<file path="src/mcr_pkg.sv">
// package for the measurement control register block
//------------------------------------------------------------
// Behaviour
//------------------------------------------------------------
// Behaviour
// (RULE1) select bit picks monitor pin source, only while pin output enable is set
// (RULE2) select at 1 drives the pin with live comparator output
// (RULE3) select at 0 drives the pin with launch direction
// (RULE4) direction high for upstream, low for downstream measurements
// (RULE5) settling code 0-4 gives 16/48/96/128/168 slow cycles, 5-7 oscillator always on
// (RULE6) all interrupt sources combine onto one pin, gated by interrupt enable
package mcr_pkg;
    //------------------------------------------------------------
    // register map
    //------------------------------------------------------------
    localparam logic [3:0]  MCR_ADDR_CTRL     = 4'h0;
    localparam logic [3:0]  MCR_ADDR_STATUS   = 4'h1;
    localparam logic [3:0]  MCR_ADDR_CLEAR    = 4'h2;
    localparam logic [3:0]  MCR_ADDR_IRQ_EN   = 4'h3;
    localparam logic [15:0] MCR_CTRL_RESET    = 16'h0000;
    localparam logic [15:0] MCR_CTRL_WMASK    = 16'h0fff;
    localparam int          MCR_BIT_PIN_OE    = 11;
    localparam int          MCR_BIT_PIN_SEL   = 10;
    localparam int          MCR_BIT_IRQ_EN    = 9;
    localparam int          MCR_BIT_CONT_ET   = 8;
    localparam int          MCR_BIT_CYC_IRQ   = 7;
    localparam int          MCR_SETTLE_LSB    = 4;
    localparam int          MCR_CAL_LSB       = 0;
    localparam int          MCR_NUM_EVENTS    = 4;
    localparam logic [3:0]  MCR_EVENT_RESET   = 4'h0;
    //------------------------------------------------------------
    // settling counts in slow clock cycles
    //------------------------------------------------------------
    localparam logic [7:0]  MCR_SETTLE_C0     = 8'h10;
    localparam logic [7:0]  MCR_SETTLE_C1     = 8'h30;
    localparam logic [7:0]  MCR_SETTLE_C2     = 8'h60;
    localparam logic [7:0]  MCR_SETTLE_C3     = 8'h80;
    localparam logic [7:0]  MCR_SETTLE_C4     = 8'ha8;

    typedef struct packed {
        logic       monitor_pin_output_enable;
        logic       monitor_pin_source_select;
        logic       irq_en;
        logic       continuous_event_timing;
        logic       per_cycle_irq;
        logic [2:0] settle;
        logic [3:0] cal_period;
    } mcr_ctrl_s;

    typedef enum logic [2:0] {
        MCR_ST_IDLE   = 3'b001,
        MCR_ST_SETTLE = 3'b010,
        MCR_ST_READY  = 3'b100
    } mcr_state_e;
endpackage

</file>
<file path="src/mcr_settle.sv">
// oscillator settling timer driven by slow clock ticks
`timescale 1ns/1ps
module mcr_settle
    import mcr_pkg::*;
(
    input  wire logic       i_core_clk,
    input  wire logic       i_srst,
    input  wire logic [2:0] i_settle_code,
    input  wire logic       i_osc_request,
    input  wire logic       i_slow_tick,
    output logic            o_osc_on,
    output logic            o_osc_ready,
    output logic            o_ready_pulse
);
    mcr_state_e state_r;
    mcr_state_e state_nxt;
    logic [7:0] cnt_r;
    logic [7:0] cnt_nxt;
    logic [7:0] target;
    logic       always_on;

    always_comb
    begin
        always_on = 1'b0;
        case (i_settle_code)                                   // [RULE5]
            3'd0:    target = MCR_SETTLE_C0;
            3'd1:    target = MCR_SETTLE_C1;
            3'd2:    target = MCR_SETTLE_C2;
            3'd3:    target = MCR_SETTLE_C3;
            3'd4:    target = MCR_SETTLE_C4;
            default:
            begin
                target    = MCR_SETTLE_C0;
                always_on = 1'b1;                              // [RULE5]
            end
        endcase
    end

    always_comb
    begin
        state_nxt     = state_r;
        cnt_nxt       = cnt_r;
        o_ready_pulse = 1'b0;
        case (state_r)
            MCR_ST_IDLE:
            begin
                cnt_nxt = 8'h00;
                if (i_osc_request || always_on)
                    state_nxt = MCR_ST_SETTLE;
            end
            MCR_ST_SETTLE:
            begin
                if (!(i_osc_request || always_on))
                    state_nxt = MCR_ST_IDLE;
                else if (i_slow_tick)
                begin
                    cnt_nxt = cnt_r + 8'h01;
                    // wait the full count of slow cycles before declaring ready
                    if (cnt_nxt >= target)
                    begin
                        state_nxt     = MCR_ST_READY;             // [RULE5]
                        o_ready_pulse = 1'b1;
                    end
                end
            end
            MCR_ST_READY:
            begin
                if (!(i_osc_request || always_on))
                    state_nxt = MCR_ST_IDLE;
            end
            default: state_nxt = MCR_ST_IDLE;
        endcase
    end

    always_ff @(posedge i_core_clk)
    begin
        if (i_srst)
        begin
            state_r <= MCR_ST_IDLE;
            cnt_r   <= 8'h00;
        end
        else
        begin
            state_r <= state_nxt;
            cnt_r   <= cnt_nxt;
        end
    end

    assign o_osc_on    = (state_r != MCR_ST_IDLE);
    assign o_osc_ready = (state_r == MCR_ST_READY);
endmodule // mcr_settle

</file>
<file path="src/mcr_top.sv">
// calibration and control register with monitor pin, settling timer and interrupt
`timescale 1ns/1ps
module mcr_top
    import mcr_pkg::*;
(
    input  wire logic        i_core_clk,
    input  wire logic        i_srst,
    input  wire logic [3:0]  i_addr,
    input  wire logic [15:0] i_wdata,
    input  wire logic        i_wr,
    input  wire logic        i_rd,
    output logic      [15:0] o_rdata,
    input  wire logic        i_comparator,
    input  wire logic        i_upstream,
    input  wire logic        i_slow_clk,
    input  wire logic        i_osc_request,
    input  wire logic        i_meas_done,
    input  wire logic        i_cycle_done,
    input  wire logic        i_error,
    output logic             o_monitor_pin,
    output logic             o_monitor_pin_oe,
    output logic             o_osc_on,
    output logic             o_osc_ready,
    output logic             o_cont_event_timing,
    output logic [3:0]       o_cal_period,
    output logic             o_irq
);
    //------------------------------------------------------------
    // input synchronisers
    //------------------------------------------------------------
    logic [2:0] sync1_r;
    logic [2:0] sync2_r;
    logic       slow_prev_r;
    logic       slow_tick;

    always_ff @(posedge i_core_clk)
    begin
        if (i_srst)
        begin
            sync1_r     <= 3'h0;
            sync2_r     <= 3'h0;
            slow_prev_r <= 1'b0;
        end
        else
        begin
            sync1_r     <= {i_slow_clk, i_upstream, i_comparator};
            sync2_r     <= sync1_r;
            slow_prev_r <= sync2_r[2];
        end
    end

    assign slow_tick = sync2_r[2] & ~slow_prev_r;

    //------------------------------------------------------------
    // write decode
    //------------------------------------------------------------
    // one strobe per writable register; index 1 is read only and has none
    logic wr_ctrl;
    logic wr_clear;
    logic wr_ien;

    always_comb
    begin
        wr_ctrl  = i_wr && (i_addr == MCR_ADDR_CTRL);
        wr_clear = i_wr && (i_addr == MCR_ADDR_CLEAR);
        wr_ien   = i_wr && (i_addr == MCR_ADDR_IRQ_EN);
    end

    //------------------------------------------------------------
    // control register
    //------------------------------------------------------------
    mcr_ctrl_s ctrl_r;
    mcr_ctrl_s ctrl_nxt;

    always_comb
    begin
        ctrl_nxt = ctrl_r;
        if (wr_ctrl)
            ctrl_nxt = mcr_ctrl_s'(i_wdata[11:0]);
    end

    always_ff @(posedge i_core_clk)
    begin
        if (i_srst)
            ctrl_r <= mcr_ctrl_s'(MCR_CTRL_RESET[11:0]);
        else
            ctrl_r <= ctrl_nxt;
    end

    //------------------------------------------------------------
    // monitor pin
    //------------------------------------------------------------
    logic mon_r;
    logic mon_nxt;
    logic mon_oe_r;
    logic mon_oe_nxt;

    always_comb
    begin
        mon_oe_nxt = ctrl_r.monitor_pin_output_enable;         // [RULE1]
        if (!ctrl_r.monitor_pin_output_enable)
            mon_nxt = 1'b0;                                    // [RULE1]
        else if (ctrl_r.monitor_pin_source_select)
            mon_nxt = sync2_r[0];                              // [RULE2]
        else
            mon_nxt = sync2_r[1];                              // [RULE3] [RULE4]
    end

    always_ff @(posedge i_core_clk)
    begin
        if (i_srst)
        begin
            mon_r    <= 1'b0;
            mon_oe_r <= 1'b0;
        end
        else
        begin
            mon_r    <= mon_nxt;
            mon_oe_r <= mon_oe_nxt;
        end
    end

    assign o_monitor_pin    = mon_r;
    assign o_monitor_pin_oe = mon_oe_r;

    //------------------------------------------------------------
    // settling timer
    //------------------------------------------------------------
    logic ready_pulse;

    mcr_settle u_settle
    (
        .i_core_clk    (i_core_clk),
        .i_srst        (i_srst),
        .i_settle_code (ctrl_r.settle),
        .i_osc_request (i_osc_request),
        .i_slow_tick   (slow_tick),
        .o_osc_on      (o_osc_on),
        .o_osc_ready   (o_osc_ready),
        .o_ready_pulse (ready_pulse)
    );

    //------------------------------------------------------------
    // interrupt status, clear and enable
    //------------------------------------------------------------
    logic [MCR_NUM_EVENTS-1:0] stat_r;
    logic [MCR_NUM_EVENTS-1:0] stat_nxt;
    logic [MCR_NUM_EVENTS-1:0] ien_r;
    logic [MCR_NUM_EVENTS-1:0] ien_nxt;
    logic [MCR_NUM_EVENTS-1:0] events;
    logic [MCR_NUM_EVENTS-1:0] clr;

    // per-cycle completions only raise an event when the per-cycle option is on
    assign events = {ready_pulse, i_error, i_cycle_done & ctrl_r.per_cycle_irq, i_meas_done};
    assign clr    = wr_clear ? i_wdata[MCR_NUM_EVENTS-1:0]
                             : '0;

    generate
        for (genvar g = 0; g < MCR_NUM_EVENTS; g++)
        begin : g_evt
            // set beats a clear in the same cycle so no event is lost
            always_comb
            begin
                stat_nxt[g] = events[g] | (stat_r[g] & ~clr[g]);
            end
        end
    endgenerate

    always_comb
    begin
        ien_nxt = ien_r;
        if (wr_ien)
            ien_nxt = i_wdata[MCR_NUM_EVENTS-1:0];
    end

    always_ff @(posedge i_core_clk)
    begin
        if (i_srst)
        begin
            stat_r <= MCR_EVENT_RESET;
            ien_r  <= MCR_EVENT_RESET;
        end
        else
        begin
            stat_r <= stat_nxt;
            ien_r  <= ien_nxt;
        end
    end

    assign o_irq = ctrl_r.irq_en & (|(stat_r & ien_r));        // [RULE6]

    //------------------------------------------------------------
    // read port
    //------------------------------------------------------------
    logic [15:0] rdata_r;
    logic [15:0] rdata_nxt;

    always_comb
    begin
        // reads have no side effects; status bits clear only through the clear register
        rdata_nxt = 16'h0000;
        if (i_rd)
        begin
            case (i_addr)
                MCR_ADDR_CTRL:   rdata_nxt = {4'h0, ctrl_r};
                MCR_ADDR_STATUS: rdata_nxt = {12'h000, stat_r};
                MCR_ADDR_IRQ_EN: rdata_nxt = {12'h000, ien_r};
                default:         rdata_nxt = 16'h0000;
            endcase
        end
    end

    always_ff @(posedge i_core_clk)
    begin
        if (i_srst)
            rdata_r <= 16'h0000;
        else
            rdata_r <= rdata_nxt;
    end

    assign o_rdata             = rdata_r;
    assign o_cont_event_timing = ctrl_r.continuous_event_timing;
    assign o_cal_period        = ctrl_r.cal_period;
endmodule // mcr_top

</file>
<file path="config.mk">
export PLATFORM = sky130hd
export DESIGN_NAME = mcr_top
export DESIGN_NICKNAME = d
export VERILOG_FILES = /design/src/mcr_pkg.sv /design/src/mcr_settle.sv /design/src/mcr_top.sv
export SDC_FILE = /design/constraint.sdc
export NUM_CORES = 1
export LEC_CHECK = 0
export BUFFER_PORTS_ARGS = -buffer_cell sky130_fd_sc_hd__buf_2
export CAP_MARGIN = 10
export CORE_UTILIZATION = 35
export DETAILED_ROUTE_END_ITERATION = 8
export GPL_ROUTABILITY_DRIVEN = 0
export GPL_TIMING_DRIVEN = 0
export PLACE_DENSITY = 0.67
export RECOVER_POWER = 100
export SETUP_SLACK_MARGIN = 0.05
export SLEW_MARGIN = 20
export SYNTH_ARGS = -nofsm -noshare
export SYNTH_HDL_FRONTEND = slang
export SYNTH_SLANG_ARGS = --single-unit
</file>
<file path="constraint.sdc">
create_clock -name i_core_clk -period 2 [get_ports i_core_clk]
set_clock_uncertainty 0.15 [all_clocks]
set_input_delay 0.4 -clock i_core_clk [delete_from_list [all_inputs] [get_ports i_core_clk]]
set_output_delay 0.4 -clock i_core_clk [all_outputs]
set_load 0.05 [all_outputs]
</file>
==> flow_metrics.tcl, run 1 <==
set metrics [dict create \
    status "finished clean" \
    criticalPathCategory "reg2reg" \
    synth_edf_count 0 \
    grt-ovfl-total 0 \
    synth_top_cell_by_area "dfxtp_1" \
    crit_arrival_ns 1.96 \
    path_clk_slew_ns 0.10 \
    drt_iter0_drc 86 \
    wirelength_mm 5.16 \
    hold_violations 0 \
    cp.required_ns 2.03 \
    cts_tree "built" \
    setup_tns_ns 0 \
    synthMuxAreaShare_pct 3.93 \
    io_pins 57 \
    setup_viol 0 \
    crit_fanout 5 \
    cts_root_buf "clkbuf_8" \
    endpoint_kind "register" \
    reg2reg_setup_slack_ns 0.07 \
    vias_per_cell 5.02 \
    diodes 0 \
    synthDistinctLibCells 39 \
    clk_path_buf_depth 2 \
    vias 1998 \
    rsz0062_at_grt "yes" \
    met3_usage_pct 3.48 \
    peakVddDrop_uv 395 \
    mostFrequentLayoutCell "dfxtp_1" \
    synth_top_area_share_pct 45.4 \
    row_count 29 \
    antenna_left 0 \
    nets 358 \
    grt.busiest_layer "met2" \
    drive_gt1_share_pct 22.4 \
    fmax_mhz 517 \
    synthAdderAreaFrac_pct 3.27 \
    hold_ws_ns 0.148 \
    netlist_instances 260 \
    io_buffers 47 \
    synthToLayoutAreaGrowth_pct 24.0 \
    grt_max_degree 16 \
    final_area_um2 2840 \
    synthFlopType "dfxtp_1" \
    period_minus_slack_ns 1.93 \
    ys_seq_elements 52 \
    die_area_um2 6880 \
    cap_violations 0 \
    synth_top_family_by_area "simple AND/OR/NAND/NOR gates" \
    cp-start-kind "register" \
    core_area_um2 6350 \
    grt_pass1_vias 1841 \
    slew-limit-headroom_pct 49.5 \
    grt_pass1_wl_mm 8.58 \
    synth-simple-area-share_pct 26.0 \
    antenna_found_initial 0 \
    syn_area_um2 2290 \
    async_flop_share_pct 0 \
    grt_util_met1_pct 20.2 \
    drv_slew 0 \
    hold_path.class "in2reg" \
    hpwl_mm 3.81 \
    synth_compound_area_share_pct 14.0 \
    detail_route.wl_per_cell_um 13.0 \
    ys_warn_count 0 \
    final_cell_mix "dfxtp_1, clkbuf_1, nand3_1, nor2_1, buf_2" \
    drc_errors 0 \
    grt_usage_pct 15.2 \
    met2_usage_pct 25.6 \
    placed_area_um2 2640 \
    synth_xor_area_share_pct 2.29 \
    numCtsBuffers 5 \
    initial_core_util_pct 36.1 \
    dr.pass1.iters 5 \
    ys_seq_area_share_pct 45.4 \
    avgSynthCellArea_um2 8.82 \
    fin_crit_sh_pct 96.7 \
    p_leak_nw 1.09 \
    die_y_um 83.0 \
    synth_area_leaders "dfxtp_1, nand3_1, a21oi_1, nor2_1, mux2i_1" \
    htreeDepth 2 \
    p_per_area_nw_per_um2 647 \
    cts.sinks 52 \
    clk_latency_ns 0.30 \
    tightest_slew_ns 0.752 \
    die_x_um 83.0 \
]
## routing by layer
| layer | vias to the layer above | part of all wire (%) |
|---|---|---|
| met5 | - | 0 |
| met4 | 0 | 0.41 |
| met3 | 5 | 5.0 |
| met2 | 48 | 47 |
| met1 | 920 | 48 |
| li1 | 1025 | - |
## layout make-up
cell class	instances	area, um2
Fill cell	616	3510
Multi-Input combinational cell	189	1220
Sequential cell	52	1070
Timing Repair Buffer	52	253
Buffer	18	97.6
Tap cell	77	96.3
Clock buffer	6	82.6
Inverter	3	11.3
Clock inverter	1	8.76
## report_power, final
group          switching [mW]  internal (mW)  leakage (nW)
combinational           0.109         0.0662         0.615
clock                   0.332          0.277        0.0473
sequential             0.0123           1.04         0.428
## state kept, by name, indices dropped and copies added (netlist names)
register,count
mon_oe_nxt,1
o_rdata,12
ctrl_r,6
o_monitor_pin_oe,1
u_settle.state_r,3
o_cal_period,4
sync2_r,3
o_cont_event_timing,1
o_monitor_pin,1
slow_prev_r,1
stat_r,4
u_settle.cnt_r,8
sync1_r,3
ien_r,4
## worst max-delay path, cell delays in order, from the launching register on
cell,delay (ns)
dfxtp_4,0.38
and3_4,0.23
nand3_4,0.08
xnor2_2,0.19
ha_1,0.25
o211ai_1,0.19
nor2_1,0.09
a21boi_2,0.18
o21ai_1,0.07
## worst paths after layout
check             cells past startpoint              start             endpoint
setup / recovery                      8  u_settle.cnt_r[0]  u_settle.state_r[2]
hold / removal                        3            i_error            stat_r[2]
setup reg to reg                      8  u_settle.cnt_r[0]  u_settle.state_r[2]
hold reg to reg                       1         sync1_r[0]           sync2_r[0]
## cell usage after synthesis, drive strengths merged (2+ instances only)
cell type,count
nor3b,5
o2bb2ai,2
o211ai,2
clkbuf,10
and2,8
a32o,3
a31oi,6
a22oi,3
buf,9
a21boi,2
nor2b,12
a21o,4
xnor2,6
and3,3
nor2,25
o21ai,4
dfxtp,52
mux2i,9
nand3,26
nand2b,4
inv,3
or3b,2
ha,6
a21oi,21
nand2,20
nor3,3
## cells by family after synthesis
| group | Yosys count |
|---|---|
| compound gates | 50 |
| xor+xnor | 6 |
| fa+ha+maj | 6 |
| buf+inv | 22 |
| flops | 52 |
| mux | 9 |
| other cells | 1 |
| simple gates | 114 |
## metrics by stage
step                      worst slack (ns)  total power, mW  cells  util (%)
after global placement              -0.287             1.25    387      41.6
after CTS                           0.0406             1.86    396      44.8
after detailed placement            -0.275             1.26    387      41.6
after global routing               -0.0236             1.92    398      44.8
after floorplan                     0.0501             1.20    263         -
final                               0.0663             1.84    398      44.8
## what timing repair did
action	in CTS	in global routing
endpoints found under the hold margin	0	0
gates resized for setup	29	7
hold buffers	0	0
pin swaps	2	9
endpoints found under the setup margin	8	11
cloned	0	0
setup buffers	3	2
No activity file was read; power rests on OpenSTA's default activity.
==> run 2: changes to the inputs <==
--- a/config.mk
+++ b/config.mk
@@ -11,7 +11,7 @@
 export DETAILED_ROUTE_END_ITERATION = 8
 export GPL_ROUTABILITY_DRIVEN = 0
 export GPL_TIMING_DRIVEN = 0
-export PLACE_DENSITY = 0.67
+export PLACE_DENSITY = 0.65
 export RECOVER_POWER = 100
 export SETUP_SLACK_MARGIN = 0.05
 export SLEW_MARGIN = 20
==> constraint.sdc (replaced) <==
create_clock -name i_core_clk -period 1.9 [get_ports i_core_clk]
set_clock_uncertainty 0.15 [all_clocks]
set_input_delay 0.38 -clock i_core_clk [delete_from_list [all_inputs] [get_ports i_core_clk]]
set_output_delay 0.38 -clock i_core_clk [all_outputs]
set_load 0.05 [all_outputs]
==> flow_metrics.tcl, run 2 (synthesized netlist as in run 1, its figures left out) <==
set metrics [dict create \
    status "complete, but fails checks" \
    violations "negative setup slack" \
    period_minus_slack_ns 1.93 \
    fmax_mhz 519 \
    antenna_found_initial 0 \
    setup_slack_ns -0.0253 \
    cp-start-kind "register" \
    hpwl_mm 3.74 \
    grt-ovfl-total 0 \
    tightest_slew_ns 0.599 \
    final_cell_mix "dfxtp_1, clkbuf_1, nor2_1, buf_2" \
    hold_path_end "stat_r[0]" \
    grt_pass1_wl_mm 9.25 \
    cp.required_ns 1.99 \
    mostFrequentLayoutCell "dfxtp_1" \
    io_buffers 47 \
    final_area_um2 2990 \
    clk_latency_ns 0.31 \
    dp.cells 387 \
    dp_slack_ns -0.336 \
    sequentialPowerShare_pct 56.5 \
    p_switching_mw 0.525 \
    die_y_um 83.0 \
    synthToLayoutAreaGrowth_pct 30.3 \
    cap_violations 0 \
    r2r-end "u_settle.state_r[1]" \
    grt.busiest_layer "met2" \
    diodes 0 \
    cts_hold_buf 0 \
    r2r-start "u_settle.cnt_r[1]" \
    min_path_cells 3 \
    hold_ws_ns 0.116 \
    criticalPathCategory "reg2reg" \
    p_leak_nw 1.16 \
    met3_usage_pct 3.18 \
    fin_crit_sh_pct 101 \
    crit_arrival_ns 2.01 \
    met2_usage_pct 29.3 \
    min_from "i_meas_done" \
    drive_gt1_share_pct 30.7 \
    crit_fanout 5 \
    io_pins 57 \
    hold_path.class "in2reg" \
    initial_core_util_pct 36.1 \
    reg2reg_setup_slack_ns -0.03 \
    vias_per_cell 5.08 \
    critPathLaunch "u_settle.cnt_r[1]" \
    htreeDepth 2 \
    row_count 29 \
    grt_usage_pct 16.7 \
    path_clk_slew_ns 0.10 \
    rr_worst_depth 8 \
    drv_slew 0 \
    cts.sinks 52 \
    grt_util_met1_pct 20.4 \
    slew-limit-headroom_pct 59.9 \
    p_per_area_nw_per_um2 658 \
    comb_power_share_pct 10.4 \
    setup_viol 2 \
    p_sw_share_pct 26.7 \
    nets 368 \
    grt_pass1_vias 2010 \
    placed_area_um2 2660 \
    clkPwrFrac_pct 33.1 \
    cts_root_buf "clkbuf_8" \
    antenna_left 0 \
    drc_errors 0 \
    core_area_um2 6350 \
    hold_violations 0 \
    cts_tree "built" \
    clk_path_buf_depth 2 \
    numCtsBuffers 5 \
    endpoint_kind "register" \
    die_x_um 83.0 \
    internal-power_mw 1.44 \
    vias 2076 \
    largest_reg_flops 12 \
    peakVddDrop_uv 433 \
    wirelength_mm 5.61 \
    grt_max_degree 18 \
    final_cells 409 \
    dr.pass1.iters 4 \
    die_area_um2 6880 \
    detail_route.wl_per_cell_um 13.7 \
    rsz0062_at_grt "yes" \
    drt_iter0_drc 121 \
]
[run 2: cell types whose count changed in the layout (fill, tap and decap cells not counted), sizes merged]
cell / before / now
clkinvlp: 0 / 1
buf: 37 / 47
inv: 3 / 4
clkbuf: 39 / 38
[run 2: worst max-delay path, stage by stage, from the launching register on]
cell and delay, ns:
dfxtp_2 0.38, and3_4 0.24, nand3_4 0.07, xnor2_2 0.14, ha_1 0.28, o211ai_1 0.22, nor2_2 0.08, a21o_1 0.18
a21oi_2 0.12
[run 2: per-stage QoR]
step / utilization, % / total power, mW / TNS, ns
after detailed placement: 41.9 / 1.33 / -3.42
after global routing: 47.1 / 2.05 / -0.520
after floorplan: - / 1.27 / 0
after CTS: 47.0 / 1.98 / 0
final: 47.1 / 1.97 / -0.0397
after global placement: 41.9 / 1.33 / -3.50
[run 2: worst max-delay path by stage]
stage                     slack, ns  depth (start not counted)                   to
after detailed placement      -0.34                          8            stat_r[3]
after floorplan                0.05                          8            stat_r[3]
after global placement        -0.31                          8            stat_r[3]
final                         -0.03                          8  u_settle.state_r[1]
after global routing          -0.15                          8  u_settle.state_r[1]
after CTS                     0.004                          8  u_settle.state_r[1]
[run 2: area by class of cell]
| type | instances | area [um2] |
|---|---|---|
| Buffer | 18 | 97.6 |
| Clock buffer | 5 | 68.8 |
| Clock inverter | 3 | 21.3 |
| Fill cell | 620 | 3360 |
| Inverter | 3 | 11.3 |
| Multi-Input combinational cell | 189 | 1290 |
| Sequential cell | 52 | 1070 |
| Tap cell | 77 | 96.3 |
| Timing Repair Buffer | 62 | 333 |
[run 2: power groups by stage]
stage | registers [mW] | logic [mW] | clock network, mW
2_1_floorplan | 1.14 | 0.122 | 0
3_3_place_gp | 1.15 | 0.180 | 0
3_5_place_dp | 1.15 | 0.182 | 0
4_1_cts | 1.11 | 0.208 | 0.663
5_1_grt | 1.11 | 0.223 | 0.709
6_report | 1.11 | 0.205 | 0.650
[run 2: layer usage]
metal,wire length [um],share of wire (%)
met4,78,1.4
met3,237,4.2
met2,2820,50
met1,2470,44
met5,0,0
[run 2: what timing repair did]
action / CTS / global route
buffers inserted: 14 / 1
pin swaps: 15 / 19
resized for setup: 41 / 14
setup endpoints to repair: 11 / 14
cloned: 0 / 0
